## config.mk

```make
export PLATFORM = sky130hd
export DESIGN_NAME = bfq_core
export DESIGN_NICKNAME = d
export VERILOG_FILES = /design/src/bfq_pkg.sv /design/src/bfq_core.sv
export SDC_FILE = /design/constraint.sdc
export NUM_CORES = 1
export LEC_CHECK = 0
export ABC_AREA = 1
export BUFFER_PORTS_ARGS = -buffer_cell sky130_fd_sc_hd__buf_2
export CORE_MARGIN = 2
export CORE_UTILIZATION = 25
export DETAILED_ROUTE_END_ITERATION = 12
export PLACE_DENSITY = 0.45
export SLEW_MARGIN = 20
export SYNTH_ARGS = -nofsm -noshare
export SYNTH_HDL_FRONTEND = slang
export SYNTH_SLANG_ARGS = --single-unit
```

## constraint.sdc

```tcl
create_clock -name clk_in -period 5.1 [get_ports clk_in]
set_input_delay 0.51 -clock clk_in [delete_from_list [all_inputs] [get_ports clk_in]]
set_output_delay 0.51 -clock clk_in [all_outputs]
set_load 0.02 [all_outputs]
```

## src/bfq_pkg.sv

```systemverilog
// package for the bridge fault qualifier: register map, field layout, timing counts
// assumes a 10 MHz core clock and a 32-bit apb register bus
package bfq_pkg;
    // register byte addresses
    localparam logic [7:0] ADDR_CONFIG   = 8'h00;
    localparam logic [7:0] ADDR_VDS_CFG  = 8'h04;
    localparam logic [7:0] ADDR_MASK     = 8'h08;
    localparam logic [7:0] ADDR_DIAG_VDS = 8'h0c;
    localparam logic [7:0] ADDR_DIAG_BS  = 8'h10;
    localparam logic [7:0] ADDR_STATE    = 8'h14;
    // config field positions
    localparam int CFG_OLI_BIT  = 0;
    localparam int CFG_DBM_BIT  = 1;
    localparam int CFG_ESF_BIT  = 2;
    localparam int CFG_VDQ_BIT  = 3;
    localparam int VDS_TH_LSB   = 0;
    localparam int VDS_TL_LSB   = 8;
    localparam int VDS_TVD_LSB  = 16;
    localparam int MASK_BS_BIT  = 0;
    // diag bit positions
    localparam int DIAG_OL_BIT  = 4;
    // reset values
    localparam logic [31:0] CONFIG_RST  = 32'h0000_0000;
    localparam logic [5:0]  VTH_RST     = 6'h10;
    localparam logic [5:0]  VTL_RST     = 6'h10;
    localparam logic [5:0]  TVD_RST     = 6'h1f;
    // timing
    localparam int CLK_PERIOD_NS   = 100;
    localparam int VDQ_STEP_NS     = 100;
    localparam int VDQ_STEP_CYC    = (VDQ_STEP_NS + CLK_PERIOD_NS - 1) / CLK_PERIOD_NS;
    localparam int BS_TIMEOUT_US   = 200;
    localparam int BS_TIMEOUT_CYC  = (BS_TIMEOUT_US * 1000) / CLK_PERIOD_NS;
    localparam int OL_TIMEOUT_MS   = 100;
    localparam int OL_TIMEOUT_CYC  = (OL_TIMEOUT_MS * 1000000) / CLK_PERIOD_NS;
    // switch order in every 4-bit vector: a_low, a_high, b_low, b_high
    localparam int SW_AL = 0;
    localparam int SW_AH = 1;
    localparam int SW_BL = 2;
    localparam int SW_BH = 3;
    typedef struct packed {
        logic [3:0] vds_over;   // vds comparators
        logic [1:0] bs_low_on;  // bootstrap below turn-on limit, per phase
        logic [1:0] bs_low_off; // bootstrap below turn-off limit (uv), per phase
        logic       ol_over;    // off-state load voltage above threshold
    } bfq_cmp_t;
    typedef enum logic [2:0] {
        BS_IDLE   = 3'b001,
        BS_CHARGE = 3'b010,
        BS_RUN    = 3'b100
    } bfq_bs_state_t;
endpackage : bfq_pkg
```

## src/bfq_core.sv

```systemverilog
// fault qualification and gate disable for a full bridge with apb registers
// assumes comparator and gate command inputs synchronous to clk_in
// How it works
// - leaving all-off before open-load timeout clears the timer, no open load
// - open-load fault flag drops on load recovery or off-state exit; bit stays
// - test current select picks 10k or 2.5k open-load threshold
// - bootstrap manager enabled at reset, disabled by writing disable bit 1
// - managed high-side turn-on waits for bootstrap, driving low-side to recharge
// - bootstrap drop below turn-off limit during high-side on starts recharge
// - recharge not done within 200 us ends cycle, fault valid
// - manager disabled: undervoltage during high-side on is valid at once
// - stop-on-fault 0: latch, flag, bit, disable that switch; cleared by reset or turn-on
// - bootstrap diag bit cleared only by reading its register or power-on
// - stop-on-fault 1: bootstrap fault disables all; only resets clear
// - bootstrap mask bit disables bootstrap monitoring entirely
// - separate 6-bit high and low vds threshold codes, 50 mV steps
// - vds qualify time is 6-bit code times 100 ns
// - mode bit selects debounce (default) or blanking
// - debounce: time fault while switch on, reset on normal, validate on timeout
// - blanking: ignore comparator after turn-on until timer ends
// - stop-on-fault 0: vds fault disables that switch; reset, read, turn-on clear
// - vds diag bits cleared only by reading their register or power-on
// - stop-on-fault 1: vds fault disables all; read or reset clears
// - low-side fault sets low bit, high-side sets high bit, disables switch
//
// Design decisions made here: register access over APB and the register addresses.
module bfq_core
    import bfq_pkg::*;
#(
    parameter int OL_TIMEOUT = OL_TIMEOUT_CYC,
    parameter int BS_TIMEOUT = BS_TIMEOUT_CYC
)
(
    // clock and reset
    input  wire logic        clk_in,
    input  wire logic        rst_b_in,
    // apb slave
    input  wire logic        psel_in,
    input  wire logic        penable_in,
    input  wire logic        pwrite_in,
    input  wire logic [7:0]  paddr_in,
    input  wire logic [31:0] pwdata_in,
    output logic      [31:0] prdata_out,
    output logic             pready_out,
    output logic             pslverr_out,
    // bridge side
    input  wire logic        fault_reset_input_n_in,
    input  wire logic [3:0]  gate_cmd_in,
    input  wire bfq_cmp_t    cmp_in,
    output logic      [3:0]  gate_drive_out,
    output logic      [5:0]  high_side_vds_threshold_out,
    output logic      [5:0]  low_side_vds_threshold_out,
    output logic             load_test_current_select_out,
    output logic             fault_flag_out
);
    // configuration registers
    logic [3:0]  cfg_ff;
    logic [5:0]  vth_ff;
    logic [5:0]  vtl_ff;
    logic [5:0]  tvd_ff;
    logic        mask_bs_ff;
    logic [3:0]  vds_diag_ff;
    logic [1:0]  bs_diag_ff;
    logic        open_load_flag_ff;
    logic        ol_active_ff;
    logic [31:0] ol_cnt_ff;
    logic [3:0]  vds_latch_ff;
    logic [1:0]  bs_latch_ff;

    logic        all_off_ff;
    logic [3:0]  cmd_q_ff;
    logic [31:0] prdata_ff;
    logic [3:0]  vds_valid;
    logic [1:0]  bs_valid;

    // bus decode
    logic        rd_vds;
    logic        rd_bs;
    logic        wr_en;
    logic        rd_en;
    logic        addr_ok;
    logic        rstpin_low;
    logic [3:0]  turn_on;
    logic        all_off_cmd;

    wire stop_on_fault_enable = cfg_ff[CFG_ESF_BIT];
    wire bootstrap_manager_disable = cfg_ff[CFG_DBM_BIT];
    wire vds_qualifier_mode = cfg_ff[CFG_VDQ_BIT];

    function automatic logic addr_hit(input logic [7:0] a);
        addr_hit = (a == ADDR_CONFIG) || (a == ADDR_VDS_CFG) || (a == ADDR_MASK) ||
                   (a == ADDR_DIAG_VDS) || (a == ADDR_DIAG_BS) || (a == ADDR_STATE);
    endfunction

    // apb: zero wait state, error on unmapped addresses
    assign addr_ok     = addr_hit(paddr_in);
    assign pready_out  = 1'b1;
    assign pslverr_out = psel_in && penable_in && !addr_ok;
    assign wr_en  = psel_in && penable_in && pwrite_in && addr_ok;
    assign rd_en  = psel_in && penable_in && !pwrite_in;
    assign rd_vds = rd_en && (paddr_in == ADDR_DIAG_VDS);
    assign rd_bs  = rd_en && (paddr_in == ADDR_DIAG_BS);
    assign prdata_out = prdata_ff;
    assign rstpin_low = !fault_reset_input_n_in;
    assign turn_on = gate_cmd_in & ~cmd_q_ff;
    assign all_off_cmd = (gate_cmd_in == 4'h0);

    always_ff @(posedge clk_in or negedge rst_b_in) begin
        if (!rst_b_in) begin
            cfg_ff     <= CONFIG_RST[3:0];  // manager enabled, debounce default
            vth_ff     <= VTH_RST;
            vtl_ff     <= VTL_RST;
            tvd_ff     <= TVD_RST;
            mask_bs_ff <= 1'b0;
        end else if (wr_en) begin
            if (paddr_in == ADDR_CONFIG) begin
                cfg_ff <= pwdata_in[3:0];
            end else if (paddr_in == ADDR_VDS_CFG) begin
                vth_ff <= pwdata_in[VDS_TH_LSB +: 6];
                vtl_ff <= pwdata_in[VDS_TL_LSB +: 6];
                tvd_ff <= pwdata_in[VDS_TVD_LSB +: 6];
            end else if (paddr_in == ADDR_MASK) begin
                mask_bs_ff <= pwdata_in[MASK_BS_BIT];
            end
        end
    end

    // read data is registered and presented in the access phase edge after setup
    always_ff @(posedge clk_in or negedge rst_b_in) begin
        if (!rst_b_in) begin
            prdata_ff <= 32'h0000_0000;
        end else if (psel_in && !penable_in) begin
            if (paddr_in == ADDR_CONFIG) begin
                prdata_ff <= {28'h0, cfg_ff};
            end else if (paddr_in == ADDR_VDS_CFG) begin
                prdata_ff <= {10'h0, tvd_ff, 2'h0, vtl_ff, 2'h0, vth_ff};
            end else if (paddr_in == ADDR_MASK) begin
                prdata_ff <= {31'h0, mask_bs_ff};
            end else if (paddr_in == ADDR_DIAG_VDS) begin
                prdata_ff <= {28'h0, vds_diag_ff};
            end else if (paddr_in == ADDR_DIAG_BS) begin
                prdata_ff <= {27'h0, open_load_flag_ff, 2'h0, bs_diag_ff};
            end else if (paddr_in == ADDR_STATE) begin
                prdata_ff <= {25'h0, fault_flag_out, bs_latch_ff, vds_latch_ff};
            end else begin
                prdata_ff <= 32'h0000_0000;
            end
        end
    end

    assign high_side_vds_threshold_out  = vth_ff;
    assign low_side_vds_threshold_out   = vtl_ff;
    assign load_test_current_select_out = cfg_ff[CFG_OLI_BIT];  // selects analog test current

    // off-state open-load timer
    // any step out of all-off restarts it, so a pwm pattern with off-times under the timeout never reports open load
    always_ff @(posedge clk_in or negedge rst_b_in) begin
        if (!rst_b_in) begin
            ol_cnt_ff    <= 32'h0;
            ol_active_ff <= 1'b0;
            all_off_ff   <= 1'b0;
        end else begin
            all_off_ff <= (gate_drive_out == 4'h0);
            if (!all_off_ff || !cmp_in.ol_over) begin
                ol_cnt_ff    <= 32'h0;
                ol_active_ff <= 1'b0;
            end else if (ol_cnt_ff >= 32'(OL_TIMEOUT - 1)) begin
                ol_active_ff <= 1'b1;
            end else begin
                ol_cnt_ff <= ol_cnt_ff + 32'h1;
            end
        end
    end

    // open-load diag bit: set wins over the read clear
    always_ff @(posedge clk_in or negedge rst_b_in) begin
        if (!rst_b_in) begin
            open_load_flag_ff <= 1'b0;
        end else if (ol_active_ff) begin
            open_load_flag_ff <= 1'b1;
        end else if (rd_bs) begin
            open_load_flag_ff <= 1'b0;
        end
    end

    // vds qualifiers, one per switch
    // blanking starts on the command edge; a drive released after a read gets no new window
    genvar g;
    generate
        for (g = 0; g < 4; g++) begin : g_vds
            logic [11:0] tmr_ff;
            logic        blank_ff;
            wire  [11:0] limit = 12'(tvd_ff) * 12'(VDQ_STEP_CYC);
            always_ff @(posedge clk_in or negedge rst_b_in) begin
                if (!rst_b_in) begin
                    tmr_ff   <= 12'h0;
                    blank_ff <= 1'b0;
                end else if (!vds_qualifier_mode) begin
                    blank_ff <= 1'b0;
                    if (gate_drive_out[g] && cmp_in.vds_over[g] && tmr_ff < limit) begin
                        tmr_ff <= tmr_ff + 12'h1;
                    end else if (!(gate_drive_out[g] && cmp_in.vds_over[g])) begin
                        tmr_ff <= 12'h0;
                    end
                end else if (turn_on[g]) begin
                    tmr_ff   <= 12'h0;
                    blank_ff <= (limit != 12'h0);
                end else if (blank_ff) begin
                    tmr_ff   <= tmr_ff + 12'h1;
                    blank_ff <= (tmr_ff + 12'h1 < limit);
                end
            end
            assign vds_valid[g] = gate_drive_out[g] && cmp_in.vds_over[g] &&
                                  (vds_qualifier_mode ? !blank_ff : (tmr_ff >= limit));
        end
    endgenerate

    // bootstrap managers, one per phase; high side index 2p+1, low side 2p
    // disable or mask parks the manager in idle so it never holds a high side off
    generate
        for (g = 0; g < 2; g++) begin : g_bs
            bfq_bs_state_t st_ff;
            logic [15:0]   cnt_ff;
            logic          timeout;
            always_ff @(posedge clk_in or negedge rst_b_in) begin
                if (!rst_b_in) begin
                    st_ff  <= BS_IDLE;
                    cnt_ff <= 16'h0;
                end else if (bootstrap_manager_disable || mask_bs_ff || !gate_cmd_in[2*g+1] || bs_latch_ff[g]) begin
                    st_ff  <= BS_IDLE;
                    cnt_ff <= 16'h0;
                end else begin
                    case (st_ff)
                        BS_IDLE: begin
                            cnt_ff <= 16'h0;
                            st_ff  <= cmp_in.bs_low_on[g] ? BS_CHARGE : BS_RUN;
                        end
                        BS_CHARGE: begin
                            cnt_ff <= cnt_ff + 16'h1;
                            if (!cmp_in.bs_low_on[g]) begin
                                st_ff <= BS_RUN;
                            end
                        end
                        BS_RUN: begin
                            cnt_ff <= 16'h0;
                            if (cmp_in.bs_low_off[g]) begin
                                st_ff <= BS_CHARGE;
                            end
                        end
                        default: st_ff <= BS_IDLE;
                    endcase
                end
            end
            assign timeout = (st_ff == BS_CHARGE) && (cnt_ff >= 16'(BS_TIMEOUT - 1));
            assign bs_valid[g] = !mask_bs_ff && (bootstrap_manager_disable ?
                (gate_cmd_in[2*g+1] && cmp_in.bs_low_off[g]) : timeout);
        end
    endgenerate

    // latched fault states
    always_ff @(posedge clk_in or negedge rst_b_in) begin
        if (!rst_b_in) begin
            vds_latch_ff <= 4'h0;
            bs_latch_ff  <= 2'h0;
            cmd_q_ff     <= 4'h0;
        end else begin
            cmd_q_ff <= gate_cmd_in;
            for (int i = 0; i < 4; i++) begin
                if (vds_valid[i]) begin
                    vds_latch_ff[i] <= 1'b1;
                end else if (rstpin_low || rd_vds || (!stop_on_fault_enable && turn_on[i])) begin
                    vds_latch_ff[i] <= 1'b0;
                end
            end
            for (int p = 0; p < 2; p++) begin
                if (bs_valid[p]) begin
                    bs_latch_ff[p] <= 1'b1;
                end else if (rstpin_low || (!stop_on_fault_enable && turn_on[2*p+1])) begin
                    bs_latch_ff[p] <= 1'b0;
                end
            end
        end
    end

    // diag bits: only a read or power-on clears, set wins
    always_ff @(posedge clk_in or negedge rst_b_in) begin
        if (!rst_b_in) begin
            vds_diag_ff <= 4'h0;
            bs_diag_ff  <= 2'h0;
        end else begin
            vds_diag_ff <= vds_valid | (rd_vds ? 4'h0 : vds_diag_ff);
            bs_diag_ff  <= bs_valid | (rd_bs ? 2'h0 : bs_diag_ff);
        end
    end

    // gate drive: charge cycle forces the low side, faults gate off
    // stop-on-fault widens any single kill to the whole bridge
    logic [3:0] kill;
    logic [3:0] drive;
    always_comb begin
        kill  = vds_latch_ff | {bs_latch_ff[1], 1'b0, bs_latch_ff[0], 1'b0};
        drive = gate_cmd_in;
        if (g_bs[0].st_ff != BS_RUN && !bootstrap_manager_disable && !mask_bs_ff && gate_cmd_in[SW_AH]) begin
            drive[SW_AH] = 1'b0;
            drive[SW_AL] = (g_bs[0].st_ff == BS_CHARGE);
        end
        if (g_bs[1].st_ff != BS_RUN && !bootstrap_manager_disable && !mask_bs_ff && gate_cmd_in[SW_BH]) begin
            drive[SW_BH] = 1'b0;
            drive[SW_BL] = (g_bs[1].st_ff == BS_CHARGE);
        end
        if (stop_on_fault_enable && (kill != 4'h0)) begin
            kill = 4'hf;
        end
    end

    // drives and flag are registered, so both lag the latches by one edge
    always_ff @(posedge clk_in or negedge rst_b_in) begin
        if (!rst_b_in) begin
            gate_drive_out <= 4'h0;
            fault_flag_out <= 1'b0;
        end else begin
            gate_drive_out <= drive & ~kill;
            fault_flag_out <= (vds_latch_ff != 4'h0) || (bs_latch_ff != 2'h0) || ol_active_ff;
        end
    end

    // checks on the fault paths
    chk_ol_clear_off: assert property (@(posedge clk_in) disable iff (!rst_b_in)
        !all_off_ff |=> !ol_active_ff) else $error("open load active outside off-state");

    chk_ol_bit_set: assert property (@(posedge clk_in) disable iff (!rst_b_in)
        ol_active_ff |=> open_load_flag_ff) else $error("open-load bit not set");

    chk_vds_diag_hold: assert property (@(posedge clk_in) disable iff (!rst_b_in)
        (vds_diag_ff != 4'h0) && !rd_vds |=> ($past(vds_diag_ff) & ~vds_diag_ff) == 4'h0)
        else $error("vds diag bit lost without read");

    chk_bs_diag_hold: assert property (@(posedge clk_in) disable iff (!rst_b_in)
        !rd_bs |=> ($past(bs_diag_ff) & ~bs_diag_ff) == 2'h0)
        else $error("bootstrap diag bit lost without read");

    chk_esf_all_off: assert property (@(posedge clk_in) disable iff (!rst_b_in)
        stop_on_fault_enable && (vds_latch_ff != 4'h0) |=> gate_drive_out == 4'h0)
        else $error("stop-on-fault did not disable all switches");

    chk_bs_esf_off: assert property (@(posedge clk_in) disable iff (!rst_b_in)
        stop_on_fault_enable && (bs_latch_ff != 2'h0) |=> gate_drive_out == 4'h0)
        else $error("bootstrap stop-on-fault did not disable all switches");

    chk_vds_kill_one: assert property (@(posedge clk_in) disable iff (!rst_b_in)
        vds_latch_ff[SW_AL] |=> !gate_drive_out[SW_AL]) else $error("faulted switch still driven");

    chk_mask_no_bs: assert property (@(posedge clk_in) disable iff (!rst_b_in)
        mask_bs_ff |-> bs_valid == 2'h0) else $error("masked bootstrap fault reported");

    chk_bs_latch_flag: assert property (@(posedge clk_in) disable iff (!rst_b_in)
        bs_valid != 2'h0 |=> ##1 fault_flag_out) else $error("bootstrap fault did not raise flag");

    chk_pin_clears: assert property (@(posedge clk_in) disable iff (!rst_b_in)
        rstpin_low && (vds_valid == 4'h0) && (bs_valid == 2'h0) |=> (vds_latch_ff == 4'h0) && (bs_latch_ff == 2'h0))
        else $error("reset pin did not clear fault states");

    chk_hs_held: assert property (@(posedge clk_in) disable iff (!rst_b_in)
        (g_bs[0].st_ff == BS_CHARGE) && !bootstrap_manager_disable && !mask_bs_ff |=> !gate_drive_out[SW_AH])
        else $error("high side driven during recharge");

    chk_vds_set_diag: assert property (@(posedge clk_in) disable iff (!rst_b_in)
        vds_valid[SW_AH] |=> vds_diag_ff[SW_AH]) else $error("vds fault bit not set");

    chk_dbm_instant: assert property (@(posedge clk_in) disable iff (!rst_b_in)
        bootstrap_manager_disable && !mask_bs_ff && gate_cmd_in[SW_BH] && cmp_in.bs_low_off[1] |=> bs_latch_ff[1])
        else $error("unmanaged bootstrap fault not immediate");
endmodule // bfq_core

```

# Word-level counts from Yosys, hierarchy flattened
# Cells that the tools add are included.
[word_totals] wordCells=270 reg_bits=201
[classes] order_cmp=15 addsub=7 bitwise_logic=9 reduce_logical=99 n_mux=81 eq_ne=26
[ops] op="12-bit 2-to-1 mux" count=20
[ops] op="12-bit by 6-bit < comparator with 1-bit output" count=8
[ops] op="32-bit 2-to-1 mux" count=2
[ops] op="16-bit one-hot mux with 2 select lines" count=2
[ops] op="12-bit by 1-bit adder with 12-bit output (second input constant)" count=4
[ops] op="12-bit by 6-bit >= comparator with 1-bit output" count=4
[ops] op="22-bit 2-to-1 mux" count=2
[ops] op="1-bit logical AND" count=37
[ops] op="1-bit 2-to-1 mux" count=34
[ops] op="16-bit by 1-bit adder with 16-bit output (second input constant)" count=2
[ops] op="32-bit by 1-bit adder with 32-bit output (second input constant)" count=1
[ops] op="16-bit by 11-bit >= comparator with 1-bit output (second input constant)" count=2
[ops] op="32-bit by 20-bit >= comparator with 1-bit output (second input constant)" count=1
[ops] op="16-bit 2-to-1 mux" count=2
[ops] op="7-bit 2-to-1 mux" count=4
[ops] op="3-bit 2-to-1 mux" count=8
[ops] op="3-bit inequality test (second input constant)" count=7
[ops] op="1-bit logical OR" count=20
[ops] op="3-bit one-hot mux with 3 select lines" count=2
[ops] op="2-bit nonzero test" count=9
[ops] op="8-bit by 4-bit equality test with 1-bit output (second input constant)" count=2
[ops] op="8-bit by 5-bit equality test with 1-bit output (second input constant)" count=2
[ops] op="1-bit logical NOT" count=15
[ops] op="2-bit AND reduction" count=7
[ops] op="other kinds (22)" count=40

# Depth between registers and ports, before layout
[depth] word_depth=8 ltp_mapped=14 depth_no_buf=14

# Worst setup path before layout
# No wires, ideal clock.
[synth_timing] path_kind="reg-to-reg" start="register tvd_ff[3]" end="register g_vds[1].tmr_ff[0]" n_path_buf=1 setup_ps=66 arrival_time_ps=1842 slack_ps=3192 path_stages_with_launch=12 required_time_ps=5034 path_cell_list="dfstp_2 inv_1 ha_1 nand2_1 o21ai_0 nand2_1 nand2_1 nand2_1 nand2_1 clkbuf_1 nand2_1 nand2_1"
[synth_between] elab_chain_len=4
[synth_rtl] element="from (decl)" line_no="bfq_core.sv:60" source="logic [5:0] tvd_ff;"
[synth_rtl] element="from (signal assigned)" line_no="bfq_core.sv:121" source="tvd_ff <= pwdata_in[VDS_TVD_LSB +: 6];"
[synth_rtl] element="12-bit by 6-bit < comparator with 1-bit output *" line_no="bfq_core.sv:200" source="if (gate_drive_out[g] && cmp_in.vds_over[g] && tmr_ff < limit) begin"
[synth_rtl] element="1-bit logical AND *" line_no="bfq_core.sv:200"
[synth_rtl] element="3-bit by 2-bit inequality test with 1-bit output (no source line) / 12-bit 2-to-1 mux (equally long branches)"
[synth_rtl] element="2-bit AND reduction (no source line) / 12-bit 2-to-1 mux (equally long branches)"
[synth_rtl] element="to (signal assigned)" line_no="bfq_core.sv:201" source="tmr_ff <= tmr_ff + 12'h1;"
[synth_rtl] element="to (signal assigned)" line_no="bfq_core.sv:209" source="tmr_ff <= tmr_ff + 12'h1;"
[synth_rtl] element="to (decl)" line_no="bfq_core.sv:191" source="logic [11:0] tmr_ff;"
# Mark *: on every way between the ends. The rest lies on a longest branch, timed or not.
# A chain may end at the register's enable or synchronous reset.

# Final worst setup path
[layout_timing] start="register tvd_ff[3]" end="register g_vds[1].tmr_ff[4]"
# The elaborated chain is that of the path after synthesis.

==> results.txt <==
Clock Pin Slew Worst Setup and Hold Paths -> 80 ps
TritonRoute pass-1 iters -> 5
Largest net degree at the start of global routing -> 104
Max Cap Viol -> 0
Nets@finish -> 1716
Crit-path max cell delay -> 700 ps
Initial antenna violation count -> 5
Min Hold Slack -> 56.14 ps
Synthesized flop and latch total -> 188
Crit path cell chain -> inv_1 -> ha_1 -> a21oi_1 -> o21ai_0 -> nand2_1 -> nand2_1 -> nand2_1 -> nand2_1 -> nor2_1 -> nand2_1 -> nand2_1
Gpl congestion -> 0.8164
RSZ-0062 raised after global routing -> no
Crit Path Max Fanout -> 14
DRC -> 0
Worst min path class -> primary input to asynchronous set/reset pin
Clock Skew -> 17.37 ps
Synth area leader -> dfrtp_1
Post-synth EDFFs -> 0
Pleak -> 6.351 nW
Routed Antenna Nets -> 0
Async SR Flop Fraction -> 1.000
Setup violators final -> 0
CTS tree -> done
Die W -> 218.0 microns
Critical-path top delay cell -> nor2_1
Post-synth cell types -> 53
# rows -> 78
Commonest cells after routing, fill and taps aside -> 457 x nand2_1, 179 x dfrtp_1, 175 x inv_1
Count of non-filler cells in the finished layout -> 2216
Setup TNS -> 0 ps
Vias in the first global route -> 9756
Most common cell after layout, fill and taps aside -> nand2_1
WL per Instance -> 14.35 microns
Final WL -> 31.80 mm
PortBufs -> 82
CTS Root Cell -> clkbuf_16
Worst vdd ir -> 0.2091 mV
Worst Setup Path Type -> flop to flop
Core area -> 45280 sq um
Final slew viol count -> 0
Post-layout min period -> 2947 ps
Die ar. -> 47520 sq um
# hold bufs at CTS -> 0
Starting DRT DRC Count -> 688
Number of gates resized after cts -> 0
Synth top area cells -> dfrtp_1 39%, nand2_1 15%, ha_1 6.0%
Status -> finished, final reports clean
Power per Cell Area -> 231.6 nW/um^2
Syn-to-layout area delta -> 13.78%
H-Tree Level Count -> 4
Global Route Usage Sum -> 0.1425
Number of CTS-inserted buffers -> 17
I/O pins -> 111
DP Wirelength -> 23.21 mm
CP dominant cell by count -> nand2_1
GRT overflow -> 0
Vias per cell -> 4.501
Synthesized area -> 11450 sq um
Post-Synthesis Cells -> 1524
Worst setup SP type -> flop
Top-area cell type share of the netlist area -> 0.3913
Post-CTS setup buffer count -> 0
Slew HR -> 0.3823
Required time worst endpoint -> 5530 ps
Main flop type after synthesis -> dfrtp_1
Critical path's top delay family -> simple AND/OR/NAND/NOR gates
Worst-Margin Slew -> 925.5 ps
Worst skew pair latency -> 500 ps
Ratio of cells with drive above 1 in the final layout -> 0.1071
Clock Sinks -> 188
Die H -> 218.0 microns
Initial Util -> 0.2528
Syn avg cell area -> 7.511 sq um
Synth warn -> 0
Endpoints failing hold -> 0
CP Capture Type -> flop
Seq/Total Area, Yosys -> 0.4120
Cell total after placement -> 2183
Worst path buffer plus inverter count -> 1
First-pass GRT wire length -> 52.62 mm
Largest buffer count on any clock path -> 2
Max Fclk -> 339.3 MHz
Tcrit/Tclk final -> 0.5778
Vias -> 9975
Worst EP arrival -> 3370 ps
==> area by class of cell <==
cell class / count / area [sq um]
antenna: 1 / 2.502
clock buffer: 20 / 436.7
clock inverter: 12 / 133.9
fill: 4956 / 32260
inverter: 183 / 686.9
multi-input combinational: 1127 / 5844
sequential: 188 / 4716
tap: 600 / 750.7
timing repair buffer: 85 / 454.2
==> state kept, by name (all words and copies together) (netlist names), 2 cells and up <==
name                         flops
gate_drive_out                   4
cfg_ff                           4
vds_diag_ff                      4
tvd_ff                           6
prdata_out                      19
high_side_vds_threshold_out      6
cmd_q_ff                         4
g_vds.blank_ff                   4
g_bs.st_ff                       6
g_bs.cnt_ff                     32
bs_latch_ff                      2
ol_cnt_ff                       32
low_side_vds_threshold_out       6
vds_latch_ff                     4
bs_diag_ff                       2
g_vds.tmr_ff                    48
==> metal layers <==
layer	share of wire	wire, microns	vias up	global-route usage
met5	0.0016	50	-	0
met4	0.015	490	8	0.04399
met3	0.038	1202	37	0.03556
met2	0.45	14250	138	0.2233
met1	0.50	15810	4685	0.1923
li1	-	-	5107	-
==> cell usage after synthesis, drive strengths merged (4+ instances only) <==
cell	count
ha	55
nand3b	6
dfstp	9
a22o	9
xor2	36
o31ai	5
inv	183
xnor2	9
nor3	30
o21bai	4
o22ai	7
buf	28
nor4	5
nand4	45
dfrtp	179
nand2	471
a31oi	5
o21ai	104
nor2	149
clkbuf	10
a21oi	39
nand3	118
==> cells by family after synthesis <==
group	Yosys count	share of synthesized area
AND/OR/NAND/NOR	829	0.3203
buffers and inverters	221	0.08143
flip-flops	188	0.4120
AO/OA/AOI/OAI	184	0.09116
adder cells (fa/ha/maj)	55	0.06012
XOR/XNOR	45	0.03443
other	2	0.0006561
==> final timing paths <==
path / from / end / slack [ps] / depth (start not counted)
min in group clk_in: gate_cmd_in[1] / cmd_q_ff[1] / 170 / 1
max in group asynchronous: rst_b_in / g_vds[1].blank_ff / 4010 / 2
min: rst_b_in / ol_cnt_ff[11] / 60 / 1
max reg2reg: tvd_ff[3] / g_vds[1].tmr_ff[4] / 2150 / 11
min reg2reg: tvd_ff[3] / tvd_ff[3] / 480 / 2
max: tvd_ff[3] / g_vds[1].tmr_ff[4] / 2150 / 11
==> per-stage QoR <==
stage	power, mW	util	worst slack (ps)	instance area (sq um)
2_1_floorplan	1.614	-	3192	11490
3_3_place_gp	1.698	0.2750	2091	12450
3_5_place_dp	1.699	0.2750	2091	12450
4_1_cts	3.084	0.2876	2054	13020
5_1_grt	3.153	0.2876	1749	13020
6_report	3.016	0.2876	2153	13030
==> power by group <==
part / total, mW / leakage, nW / internal, mW / switching (mW)
registers: 1.51 / 2.54 / 1.50 / 0.0135
logic: 0.150 / 3.55 / 0.0330 / 0.117
clock network: 1.35 / 0.264 / 0.686 / 0.666
total: 3.02 / 6.35 / 2.22 / 0.797
==> worst register-to-register path, cell delays in order (launching register included) <==
cell     delay [ps]
dfstp_2         540
inv_1           230
ha_1            400
a21oi_1         150
o21ai_0         120
nand2_1         120
nand2_1          60
nand2_1          60
nand2_1         300
nor2_1          700
nand2_1         120
nand2_1          90
(Power assumes the default switching activity.)
